**src/rtl/cba_pkg.sv**
```systemverilog
// Constants, state encodings and address map for the CPU internal bus access block.
// Assumes a single 100 MHz clock; the subclock CPU rate is made as enable pulses.
package cba_pkg;
   // Clock rate and the subclock state rate, kept as a divide ratio
   localparam int         CLK_PERIOD_NS = 10;
   localparam logic [3:0] SUB_DIV       = 4'h8;

   // Address map
   localparam logic [15:0] ROM_LO  = 16'h0000;
   localparam logic [15:0] ROM_HI  = 16'h7fff;
   localparam logic [15:0] IO_A_LO = 16'hf770;
   localparam logic [15:0] IO_A_HI = 16'hf77f;
   localparam logic [15:0] RAM_LO  = 16'hfb80;
   localparam logic [15:0] RAM_HI  = 16'hff7f;
   localparam logic [15:0] IO_B_LO = 16'hffa0;
   localparam logic [15:0] IO_B_HI = 16'hffff;

   // Bus cycle lengths in states
   localparam logic [1:0] LEN_MEM  = 2'h2;
   localparam logic [1:0] LEN_FAST = 2'h2;
   localparam logic [1:0] LEN_SLOW = 2'h3;

   // Value returned where the bus has nothing to give
   localparam logic [7:0]  UNDEF_BYTE = 8'hff;
   localparam logic [15:0] PUSH_STEP  = 16'h0002;

   // Request FIFO shape: write, word, address, write data
   localparam int FIFO_W = 34;
   localparam int FIFO_D = 16;

   typedef enum logic [3:0] {
      CPU_RESET  = 4'h1,
      CPU_EXEC   = 4'h2,
      CPU_HALT   = 4'h4,
      CPU_EXCEPT = 4'h8
   } cba_cpu_state_t;

   typedef enum logic [1:0] {
      BUS_IDLE = 2'h1,
      BUS_RUN  = 2'h2
   } cba_bus_state_t;

   typedef enum logic [2:0] {
      MV_IDLE  = 3'h1,
      MV_READ  = 3'h2,
      MV_WRITE = 3'h4
   } cba_move_state_t;

   typedef enum logic [4:0] {
      RG_ROM  = 5'h01,
      RG_RAM  = 5'h02,
      RG_IO_A = 5'h04,
      RG_IO_B = 5'h08,
      RG_NONE = 5'h10
   } cba_region_t;

   typedef enum logic [3:0] {
      OWN_REQ  = 4'h1,
      OWN_MRD  = 4'h2,
      OWN_MWR  = 4'h4,
      OWN_PUSH = 4'h8
   } cba_owner_t;

   typedef enum logic [2:0] {
      EX_HIGH = 3'h1,
      EX_MED  = 3'h2,
      EX_SUB  = 3'h4
   } cba_exec_mode_t;

   typedef enum logic [4:0] {
      HL_SLEEP_HIGH = 5'h01,
      HL_SLEEP_MED  = 5'h02,
      HL_STANDBY    = 5'h04,
      HL_WATCH      = 5'h08,
      HL_SUBSLEEP   = 5'h10
   } cba_halt_mode_t;
endpackage

```
**src/rtl/cba_bus_access.sv**
```systemverilog
// CPU internal bus access: state set, bus cycle timing, block move, interrupt stacking.
// Assumes on-chip memory answers within its cycle and peripherals flag slow access.
`timescale 1ns/10ps
module cba_bus_access
   import cba_pkg::*;
(
   input  wire logic        ref_clk,
   input  wire logic        reset,
   input  wire logic [2:0]  exec_mode_sel,
   input  wire logic        halt_req,
   input  wire logic [4:0]  halt_mode_sel,
   input  wire logic        wake_req,
   input  wire logic        irq_req,
   input  wire logic [15:0] pc_value,
   input  wire logic [7:0]  cond_code_value,
   input  wire logic [15:0] stack_pointer_register,
   output logic             sp_update_valid,
   output logic [15:0]      sp_update,
   output logic [3:0]       cpu_state,
   output logic [4:0]       halt_mode,
   output logic             exc_done,
   input  wire logic        req_valid,
   output logic             req_ready,
   input  wire logic        req_write,
   input  wire logic        req_word,
   input  wire logic [15:0] req_addr,
   input  wire logic [15:0] req_wdata,
   output logic             rsp_valid,
   output logic [15:0]      rsp_data,
   input  wire logic        move_start,
   input  wire logic [7:0]  move_count_register,
   input  wire logic [15:0] move_source_pointer,
   input  wire logic [15:0] move_destination_pointer,
   output logic             move_busy,
   output logic             move_done,
   output logic [7:0]       move_count_out,
   output logic [15:0]      move_src_out,
   output logic [15:0]      move_dst_out,
   output logic             mem_en,
   output logic             mem_we,
   output logic             mem_word,
   output logic [15:0]      mem_addr,
   output logic [15:0]      mem_wdata,
   input  wire logic [15:0] mem_rdata,
   output logic             per_en,
   output logic             per_we,
   output logic [15:0]      per_addr,
   output logic [7:0]       per_wdata,
   input  wire logic [7:0]  per_rdata,
   input  wire logic        per_slow
);
   typedef struct packed {
      cba_cpu_state_t  cpu;
      cba_halt_mode_t  halt;
      cba_bus_state_t  bus;
      cba_move_state_t mv;
      cba_region_t     region;
      cba_owner_t      owner;
      logic [3:0]      sub_cnt;
      logic [1:0]      cnt;
      logic [1:0]      len;
      logic            write;
      logic            word;
      logic [15:0]     addr;
      logic            exc_irq;
      logic [1:0]      push_left;
      logic [15:0]     sp;
      logic            sp_valid;
      logic            exc_done;
      logic            rsp_valid;
      logic [15:0]     rsp_data;
      logic [7:0]      mv_cnt;
      logic [15:0]     mv_src;
      logic [15:0]     mv_dst;
      logic [7:0]      mv_byte;
      logic            mv_done;
      logic            mem_en;
      logic            mem_we;
      logic            mem_word;
      logic [15:0]     mem_addr;
      logic [15:0]     mem_wdata;
      logic            per_en;
      logic            per_we;
      logic [15:0]     per_addr;
      logic [7:0]      per_wdata;
   } cba_state_t;

   cba_state_t         s_reg;
   cba_state_t         s_next;
   logic               state_en;
   logic               fifo_valid;
   logic               fifo_pop;
   logic [FIFO_W-1:0]  fifo_data;
   logic               st_go;
   cba_owner_t         st_owner;
   logic               st_write;
   logic               st_word;
   logic [15:0]        st_addr;
   logic [15:0]        st_data;
   cba_region_t        st_region;
   logic [15:0]        rd_data;
   logic [7:0]         mem_byte;

   // Address decode; the vector area belongs to the ROM range
   function automatic cba_region_t decode(input logic [15:0] a);
      if (a <= ROM_HI) decode = RG_ROM;
      else if (a >= IO_A_LO && a <= IO_A_HI) decode = RG_IO_A;
      else if (a >= RAM_LO && a <= RAM_HI) decode = RG_RAM;
      else if (a >= IO_B_LO) decode = RG_IO_B;
      else decode = RG_NONE;
   endfunction

   cba_fifo #(
      .WIDTH (FIFO_W),
      .DEPTH (FIFO_D)
   ) u_req_fifo (
      .ref_clk   (ref_clk),
      .reset     (reset),
      .in_valid  (req_valid),
      .in_ready  (req_ready),
      .in_data   ({req_write, req_word, req_addr, req_wdata}),
      .out_valid (fifo_valid),
      .out_ready (fifo_pop),
      .out_data  (fifo_data)
   );

   // One state per system clock edge, or per subclock tick while executing in subactive mode
   assign state_en = (s_reg.cpu == CPU_EXEC && exec_mode_sel == EX_SUB) ?
                     (s_reg.sub_cnt == 4'h0) : 1'b1;

   // Bus arbitration: stacking first, then block move, then queued requests
   always_comb begin
      st_go    = 1'b0;
      st_owner = OWN_REQ;
      st_write = 1'b0;
      st_word  = 1'b0;
      st_addr  = 16'h0000;
      st_data  = 16'h0000;
      fifo_pop = 1'b0;
      if (state_en && s_reg.bus == BUS_IDLE) begin
         if (s_reg.cpu == CPU_EXCEPT && s_reg.push_left != 2'h0) begin
            st_go    = 1'b1;
            st_owner = OWN_PUSH;
            st_write = 1'b1;
            st_word  = 1'b1;
            st_addr  = s_reg.sp - PUSH_STEP;
            st_data  = (s_reg.push_left == 2'h2) ? pc_value
                       : {cond_code_value, cond_code_value};
         end else if (s_reg.cpu == CPU_EXEC && s_reg.mv == MV_READ) begin
            st_go    = 1'b1;
            st_owner = OWN_MRD;
            st_addr  = s_reg.mv_src;
         end else if (s_reg.cpu == CPU_EXEC && s_reg.mv == MV_WRITE) begin
            st_go    = 1'b1;
            st_owner = OWN_MWR;
            st_write = 1'b1;
            st_addr  = s_reg.mv_dst;
            st_data  = {s_reg.mv_byte, s_reg.mv_byte};
         end else if (s_reg.cpu == CPU_EXEC && s_reg.mv == MV_IDLE && fifo_valid) begin
            st_go    = 1'b1;
            fifo_pop = 1'b1;
            st_write = fifo_data[33];
            st_word  = fifo_data[32];
            st_addr  = fifo_data[31:16];
            st_data  = fifo_data[15:0];
         end
      end
   end

   assign st_region = decode(st_addr);
   assign mem_byte  = s_reg.addr[0] ? mem_rdata[7:0] : mem_rdata[15:8];

   // Read data as seen by the CPU at the end of a cycle
   always_comb begin
      case (s_reg.region)
         RG_ROM, RG_RAM: rd_data = s_reg.word ? mem_rdata : {8'h00, mem_byte};
         RG_IO_A, RG_IO_B: rd_data = s_reg.word ? {per_rdata, UNDEF_BYTE}
                                    : {8'h00, per_rdata};
         RG_NONE: rd_data = s_reg.word ? {UNDEF_BYTE, UNDEF_BYTE}
                            : {8'h00, UNDEF_BYTE};
         default: rd_data = 16'h0000;
      endcase
   end

   always_comb begin
      s_next           = s_reg;
      s_next.sp_valid  = 1'b0;
      s_next.exc_done  = 1'b0;
      s_next.rsp_valid = 1'b0;
      s_next.mv_done   = 1'b0;
      s_next.sub_cnt   = (s_reg.sub_cnt == SUB_DIV - 4'h1) ? 4'h0 : s_reg.sub_cnt + 4'h1;

      case (s_reg.cpu)
         CPU_RESET: begin
            s_next.cpu       = CPU_EXCEPT;
            s_next.exc_irq   = 1'b0;
            s_next.push_left = 2'h0;
         end
         CPU_EXEC: begin
            if (s_reg.bus == BUS_IDLE && s_reg.mv == MV_IDLE && !st_go) begin
               if (irq_req) begin
                  s_next.cpu       = CPU_EXCEPT;
                  s_next.exc_irq   = 1'b1;
                  s_next.push_left = 2'h2;
                  s_next.sp        = stack_pointer_register;
               end else if (halt_req) begin
                  s_next.cpu  = CPU_HALT;
                  s_next.halt = cba_halt_mode_t'(halt_mode_sel);
               end
            end
         end
         CPU_HALT: begin
            if (wake_req || irq_req) begin
               s_next.cpu = CPU_EXEC;
            end
         end
         CPU_EXCEPT: begin
            if (s_reg.push_left == 2'h0 && s_reg.bus == BUS_IDLE) begin
               s_next.cpu      = CPU_EXEC;
               s_next.exc_done = 1'b1;
               s_next.sp_valid = s_reg.exc_irq;
            end
         end
         default: s_next.cpu = CPU_RESET;
      endcase

      // Block move start; a zero count finishes at once
      if (move_start && s_reg.mv == MV_IDLE && s_reg.cpu == CPU_EXEC) begin
         s_next.mv_cnt = move_count_register;
         s_next.mv_src = move_source_pointer;
         s_next.mv_dst = move_destination_pointer;
         if (move_count_register == 8'h00) begin
            s_next.mv_done = 1'b1;
         end else begin
            s_next.mv = MV_READ;
         end
      end

      case (s_reg.bus)
         BUS_IDLE: begin
            if (st_go) begin
               s_next.bus    = BUS_RUN;
               s_next.cnt    = 2'h1;
               s_next.owner  = st_owner;
               s_next.region = st_region;
               s_next.write  = st_write;
               s_next.word   = st_word;
               s_next.addr   = st_addr;
               if (st_owner == OWN_PUSH) begin
                  s_next.sp        = st_addr;
                  s_next.push_left = s_reg.push_left - 2'h1;
               end
               case (st_region)
                  RG_ROM, RG_RAM: begin
                     s_next.len       = LEN_MEM;
                     s_next.mem_en    = 1'b1;
                     s_next.mem_we    = st_write;
                     s_next.mem_word  = st_word;
                     s_next.mem_addr  = st_addr;
                     s_next.mem_wdata = st_word ? st_data : {st_data[7:0], st_data[7:0]};
                  end
                  RG_IO_A, RG_IO_B: begin
                     s_next.len = (st_region == RG_IO_A) ? LEN_SLOW
                                  : LEN_FAST;
                     s_next.per_en    = 1'b1;
                     s_next.per_we    = st_write;
                     s_next.per_addr  = st_addr;
                     s_next.per_wdata = st_word ? st_data[15:8] : st_data[7:0];
                  end
                  default: begin
                     s_next.len = LEN_FAST;
                  end
               endcase
            end
         end
         BUS_RUN: begin
            if (state_en) begin
               if (s_reg.cnt == s_reg.len) begin
                  s_next.bus    = BUS_IDLE;
                  s_next.mem_en = 1'b0;
                  s_next.mem_we = 1'b0;
                  s_next.per_en = 1'b0;
                  s_next.per_we = 1'b0;
                  case (s_reg.owner)
                     OWN_REQ: begin
                        s_next.rsp_valid = 1'b1;
                        s_next.rsp_data  = s_reg.write ? 16'h0000 : rd_data;
                     end
                     OWN_MRD: begin
                        s_next.mv_byte = rd_data[7:0];
                        s_next.mv      = MV_WRITE;
                     end
                     OWN_MWR: begin
                        s_next.mv_src = s_reg.mv_src + 16'h0001;
                        s_next.mv_dst = s_reg.mv_dst + 16'h0001;
                        s_next.mv_cnt = s_reg.mv_cnt - 8'h01;
                        if (s_reg.mv_cnt == 8'h01) begin
                           s_next.mv      = MV_IDLE;
                           s_next.mv_done = 1'b1;
                        end else begin
                           s_next.mv = MV_READ;
                        end
                     end
                     default: begin
                     end
                  endcase
               end else begin
                  s_next.cnt = s_reg.cnt + 2'h1;
                  // Slow flag is only meaningful once the address is on the bus
                  if (s_reg.region == RG_IO_B && per_slow) begin
                     s_next.len = LEN_SLOW;
                  end
               end
            end
         end
         default: s_next.bus = BUS_IDLE;
      endcase
   end

   always_ff @(posedge ref_clk) begin
      if (reset) begin
         s_reg        <= '0;
         s_reg.cpu    <= CPU_RESET;
         s_reg.halt   <= HL_SLEEP_HIGH;
         s_reg.bus    <= BUS_IDLE;
         s_reg.mv     <= MV_IDLE;
         s_reg.region <= RG_NONE;
         s_reg.owner  <= OWN_REQ;
      end else begin
         s_reg <= s_next;
      end
   end

   assign cpu_state       = s_reg.cpu;
   assign halt_mode       = s_reg.halt;
   assign exc_done        = s_reg.exc_done;
   assign sp_update_valid = s_reg.sp_valid;
   assign sp_update       = s_reg.sp;
   assign rsp_valid       = s_reg.rsp_valid;
   assign rsp_data        = s_reg.rsp_data;
   assign move_busy       = (s_reg.mv != MV_IDLE);
   assign move_done       = s_reg.mv_done;
   assign move_count_out  = s_reg.mv_cnt;
   assign move_src_out    = s_reg.mv_src;
   assign move_dst_out    = s_reg.mv_dst;
   assign mem_en          = s_reg.mem_en;
   assign mem_we          = s_reg.mem_we;
   assign mem_word        = s_reg.mem_word;
   assign mem_addr        = s_reg.mem_addr;
   assign mem_wdata       = s_reg.mem_wdata;
   assign per_en          = s_reg.per_en;
   assign per_we          = s_reg.per_we;
   assign per_addr        = s_reg.per_addr;
   assign per_wdata       = s_reg.per_wdata;

   // Checking helpers: states seen while a strobe is up
   logic [2:0] ticks_reg;
   always_ff @(posedge ref_clk) begin
      if (reset || !(mem_en || per_en)) begin
         ticks_reg <= 3'h0;
      end else if (state_en) begin
         ticks_reg <= ticks_reg + 3'h1;
      end
   end
endmodule // cba_bus_access

```
**src/rtl/cba_fifo.sv**
```systemverilog
// Flip-flop FIFO with valid/ready on both sides.
// Assumes one clock and a synchronous active-high reset.
`timescale 1ns/10ps
module cba_fifo #(
   parameter int WIDTH = 34,
   parameter int DEPTH = 16
) (
   input  wire logic             ref_clk,
   input  wire logic             reset,
   input  wire logic             in_valid,
   output logic                  in_ready,
   input  wire logic [WIDTH-1:0] in_data,
   output logic                  out_valid,
   input  wire logic             out_ready,
   output logic      [WIDTH-1:0] out_data
);
   localparam int AW = $clog2(DEPTH);

   typedef struct packed {
      logic [DEPTH-1:0][WIDTH-1:0] mem;
      logic [AW-1:0]               wp;
      logic [AW-1:0]               rp;
      logic [AW:0]                 count;
   } cba_fifo_state_t;

   cba_fifo_state_t s_reg;
   cba_fifo_state_t s_next;
   logic            push;
   logic            pop;

   assign in_ready  = (s_reg.count != DEPTH[AW:0]);
   assign out_valid = (s_reg.count != '0);
   assign out_data  = s_reg.mem[s_reg.rp];
   assign push      = in_valid && in_ready;
   assign pop       = out_valid && out_ready;

   always_comb begin
      s_next = s_reg;
      if (push) begin
         s_next.mem[s_reg.wp] = in_data;
         s_next.wp            = s_reg.wp + 1'b1;
      end
      if (pop) begin
         s_next.rp = s_reg.rp + 1'b1;
      end
      if (push && !pop) begin
         s_next.count = s_reg.count + 1'b1;
      end else if (pop && !push) begin
         s_next.count = s_reg.count - 1'b1;
      end
   end

   always_ff @(posedge ref_clk) begin
      if (reset) begin
         s_reg <= '0;
      end else begin
         s_reg <= s_next;
      end
   end
endmodule // cba_fifo

```
**config.mk**
```make
export PLATFORM = sky130hd
export DESIGN_NAME = cba_bus_access
export DESIGN_NICKNAME = d
export VERILOG_FILES = /design/src/rtl/cba_pkg.sv /design/src/rtl/cba_bus_access.sv /design/src/rtl/cba_fifo.sv
export SDC_FILE = /design/constraint.sdc
export NUM_CORES = 2
export LEC_CHECK = 0
export BUFFER_PORTS_ARGS = -buffer_cell sky130_fd_sc_hd__buf_2
export CAP_MARGIN = 20
export CORE_MARGIN = 4
export CORE_UTILIZATION = 60
export DETAILED_ROUTE_END_ITERATION = 12
export PLACE_DENSITY = 0.8
export SKIP_LAST_GASP = 1
export SYNTH_ARGS = -nofsm -noshare
export SYNTH_HDL_FRONTEND = slang
export SYNTH_SLANG_ARGS = --single-unit
export TNS_END_PERCENT = 10
```
**constraint.sdc**
```tcl
create_clock -name ref_clk -period 6 [get_ports ref_clk]
set_input_delay 0.9 -clock ref_clk [delete_from_list [all_inputs] [get_ports ref_clk]]
set_output_delay 0.9 -clock ref_clk [all_outputs]
set_load 0.005 [all_outputs]
```
==> impl_metrics.ini <==
[clock_network]
cts-root-buf = clkbuf_16
postCtsSetupRepairBufs = 0
clk_pin_slew_ns = 0.07
cts_tree = yes
clk-insertion-delay-late_ns = 0.63
cts_sinks = 739
cts-hold-fix-buffers = 0
cts_inserted_buffers = 74
cts_resized = 0
clockBufferDepth = 3
htree_levels = 3

[floorplan]
die_h_um = 247
start_util_pct = 60.7
ios = 302
rows = 87
fp.dieW_um = 247
die_area_mm2 = 0.0610
coreArea_mm2 = 0.0565

[sta]
hold_viol_final = 0
drv_slew = 0
clock_skew_ns = 0.0230
tns_ns = 0
rsz0062_at_grt = false
tightest_slew_ns = 0.950
period_needed_ns = 4.34
relSlewSlack_pct = 36.7
period_share_pct = 72.3
max_freq_mhz = 230
setup_viol = 0

[global_route]
overflow = 0
first_global_vias = 29100
antenna_found_initial = 9
grt_pass1_wl_um = 171000
grt_max_degree = 176
track_usage_pct = 36.2

[logic_synthesis]
synth_seq_area_share_pct = 43.2
yosysUniqueCellTypes = 87
synth-simple-area-share_pct = 20.0
syn-num-nets = 4332
ys_warn_count = 0
ys_ff_latch = 739
synth_top_family_by_area = simple AND/OR/NAND/NOR gates
synth_cells = 4159
synth_edf_count = 0
synth_xor_area_share_pct = 0.639
postSynth.asyncResetShare_pct = 0
avgSynthCellArea_um2 = 8.24
synthAdderAreaFrac_pct = 0.715
synth.mux.area_fraction_pct = 12.2
synth_ff_type = dfxtp_1
synth_compound_area_share_pct = 15.7
synth_area_mm2 = 0.0343

[run]
cap_violations = 0

[place]
port_buffers = 301
dp_hpwl_um = 73800
gp_congestion = 1.02
place_inst = 4780

[detailed_routing]
drc = 0
drt_iter0_drc = 3530
antenna_left = 0
detail_route.wl_per_cell_um = 23.2
drt_wl_total_um = 114000
routed_via_density = 6.28
drtPass1Iterations = 6
vias = 30900

[setup_path]
end_kind = flop
worstPathMaxFanout = 22
path_buf_inv = 2
cp.required_ns = 6.46
arrival_ns = 4.80
crit_chain = inv_1 -> ha_1 -> or4b_1 -> nor4b_2 -> xnor2_1 -> a32oi_1 -> nand3_1 -> or3_1 -> o21ai_4 -> buf_4 -> mux2i_1 -> nor2_1
max_stage_delay_ns = 0.57
critPathTopFamily = simple AND/OR/NAND/NOR gates
critPathLaunchType = flop
critPathSlowestCell = or3_1
crit_type = reg2reg

[pwr]
power.density_mw_per_mm2 = 286
power_mw = 10.7
peakVddDrop_v = 0.000230
power_leakage_nw = 13.0

[run_status]
outcome = completed

[layout]
syn_to_final_growth_pct = 9.47
final_cell_mix = 1211 x nand2_1, 735 x dfxtp_1, 655 x a21oi_1, 300 x buf_2, 209 x nor2_1
drive_gt1_share_pct = 16.7
largest_reg_flops = 557
final_core_util_pct = 66.4
instances_no_fill = 4923
nets = 4274
final_common_cell = nand2_1

[min_path]
hold_path_class = reg2reg
[worst paths after layout]
check / endpoint / cells after the start / slack (ns) / from
worst min-delay path: s_reg[147] / 2 / 0.45 / s_reg[147]
worst max-delay path: mem_wdata[14] / 12 / 1.66 / sp_update[1]
worst max register to register: mem_wdata[14] / 12 / 1.66 / sp_update[1]
worst min register to register: s_reg[147] / 2 / 0.45 / s_reg[147]
[report_power, final]
part           switching (mW)  total, mW  leakage (nW)  internal [mW]
Sequential             0.0835       5.09          5.96           5.00
Combinational           0.609      0.913          5.79          0.304
Clock                    1.97       4.73          1.22           2.76
[metrics by stage]
step                instance area, um^2  hold slack [ns]  setup slack (ns)
detailed placement                35000            0.443              1.64
global route                      37500            0.467              1.49
global placement                  35000            0.437              1.72
floorplan                         34300            0.430              2.35
CTS                               37500            0.451              1.73
finish                            37500            0.448              1.66
[synthesized netlist by cell type, types with 23 or more instances]
| cell type | instances | share of area (%) |
|---|---|---|
| buf_4 | 141 | 3.1 |
| a22oi_1 | 40 | 0.88 |
| nor2_1 | 222 | 2.4 |
| o21ai_0 | 80 | 1.2 |
| buf_1 | 60 | 0.66 |
| a21oi_1 | 655 | 9.6 |
| a221oi_1 | 54 | 1.4 |
| mux2i_1 | 106 | 3.1 |
| mux4_2 | 133 | 8.7 |
| clkbuf_1 | 268 | 2.9 |
| nand3_1 | 41 | 0.60 |
| nand2_1 | 1211 | 13 |
| nor3b_1 | 24 | 0.53 |
| and3_1 | 23 | 0.42 |
| buf_2 | 26 | 0.38 |
| dfxtp_1 | 739 | 43 |
[cells by family after synthesis]
| logic type | after synthesis |
|---|---|
| simple gates | 1660 |
| buf+inv | 524 |
| xor+xnor | 25 |
| flops | 739 |
| compound gates | 941 |
| mux | 251 |
| fa+ha+maj | 19 |
[final cells by class]
cell class                      count  area (um^2)
Antenna cell                        7         17.5
Clock buffer                      114         2250
Clock inverter                     21          228
Fill cell                        4498        19000
Inverter                           21         78.8
Multi-Input combinational cell   2896        17100
Sequential cell                   739        14800
Tap cell                          756          946
Timing Repair Buffer              369         2110
[layer usage]
metal / global-route usage, % / share of wire (%) / vias to the layer above
met5: 0 / 0.040 / -
met4: 24.4 / 7.6 / 6
met3: 8.25 / 11 / 492
met2: 56.9 / 45 / 1888
met1: 44.4 / 36 / 14600
li1: - / - / 14000
[worst reg2reg max path: cells and delay by family, from the launching register on]
family	cells	cell delay, ns
simple gates	5	1.80
compound gates	2	0.75
buf+inv	2	0.60
flops	1	0.37
mux	1	0.28
fa+ha+maj	1	0.22
xor+xnor	1	0.17
Note: power is estimated with default switching activity, not from simulation.
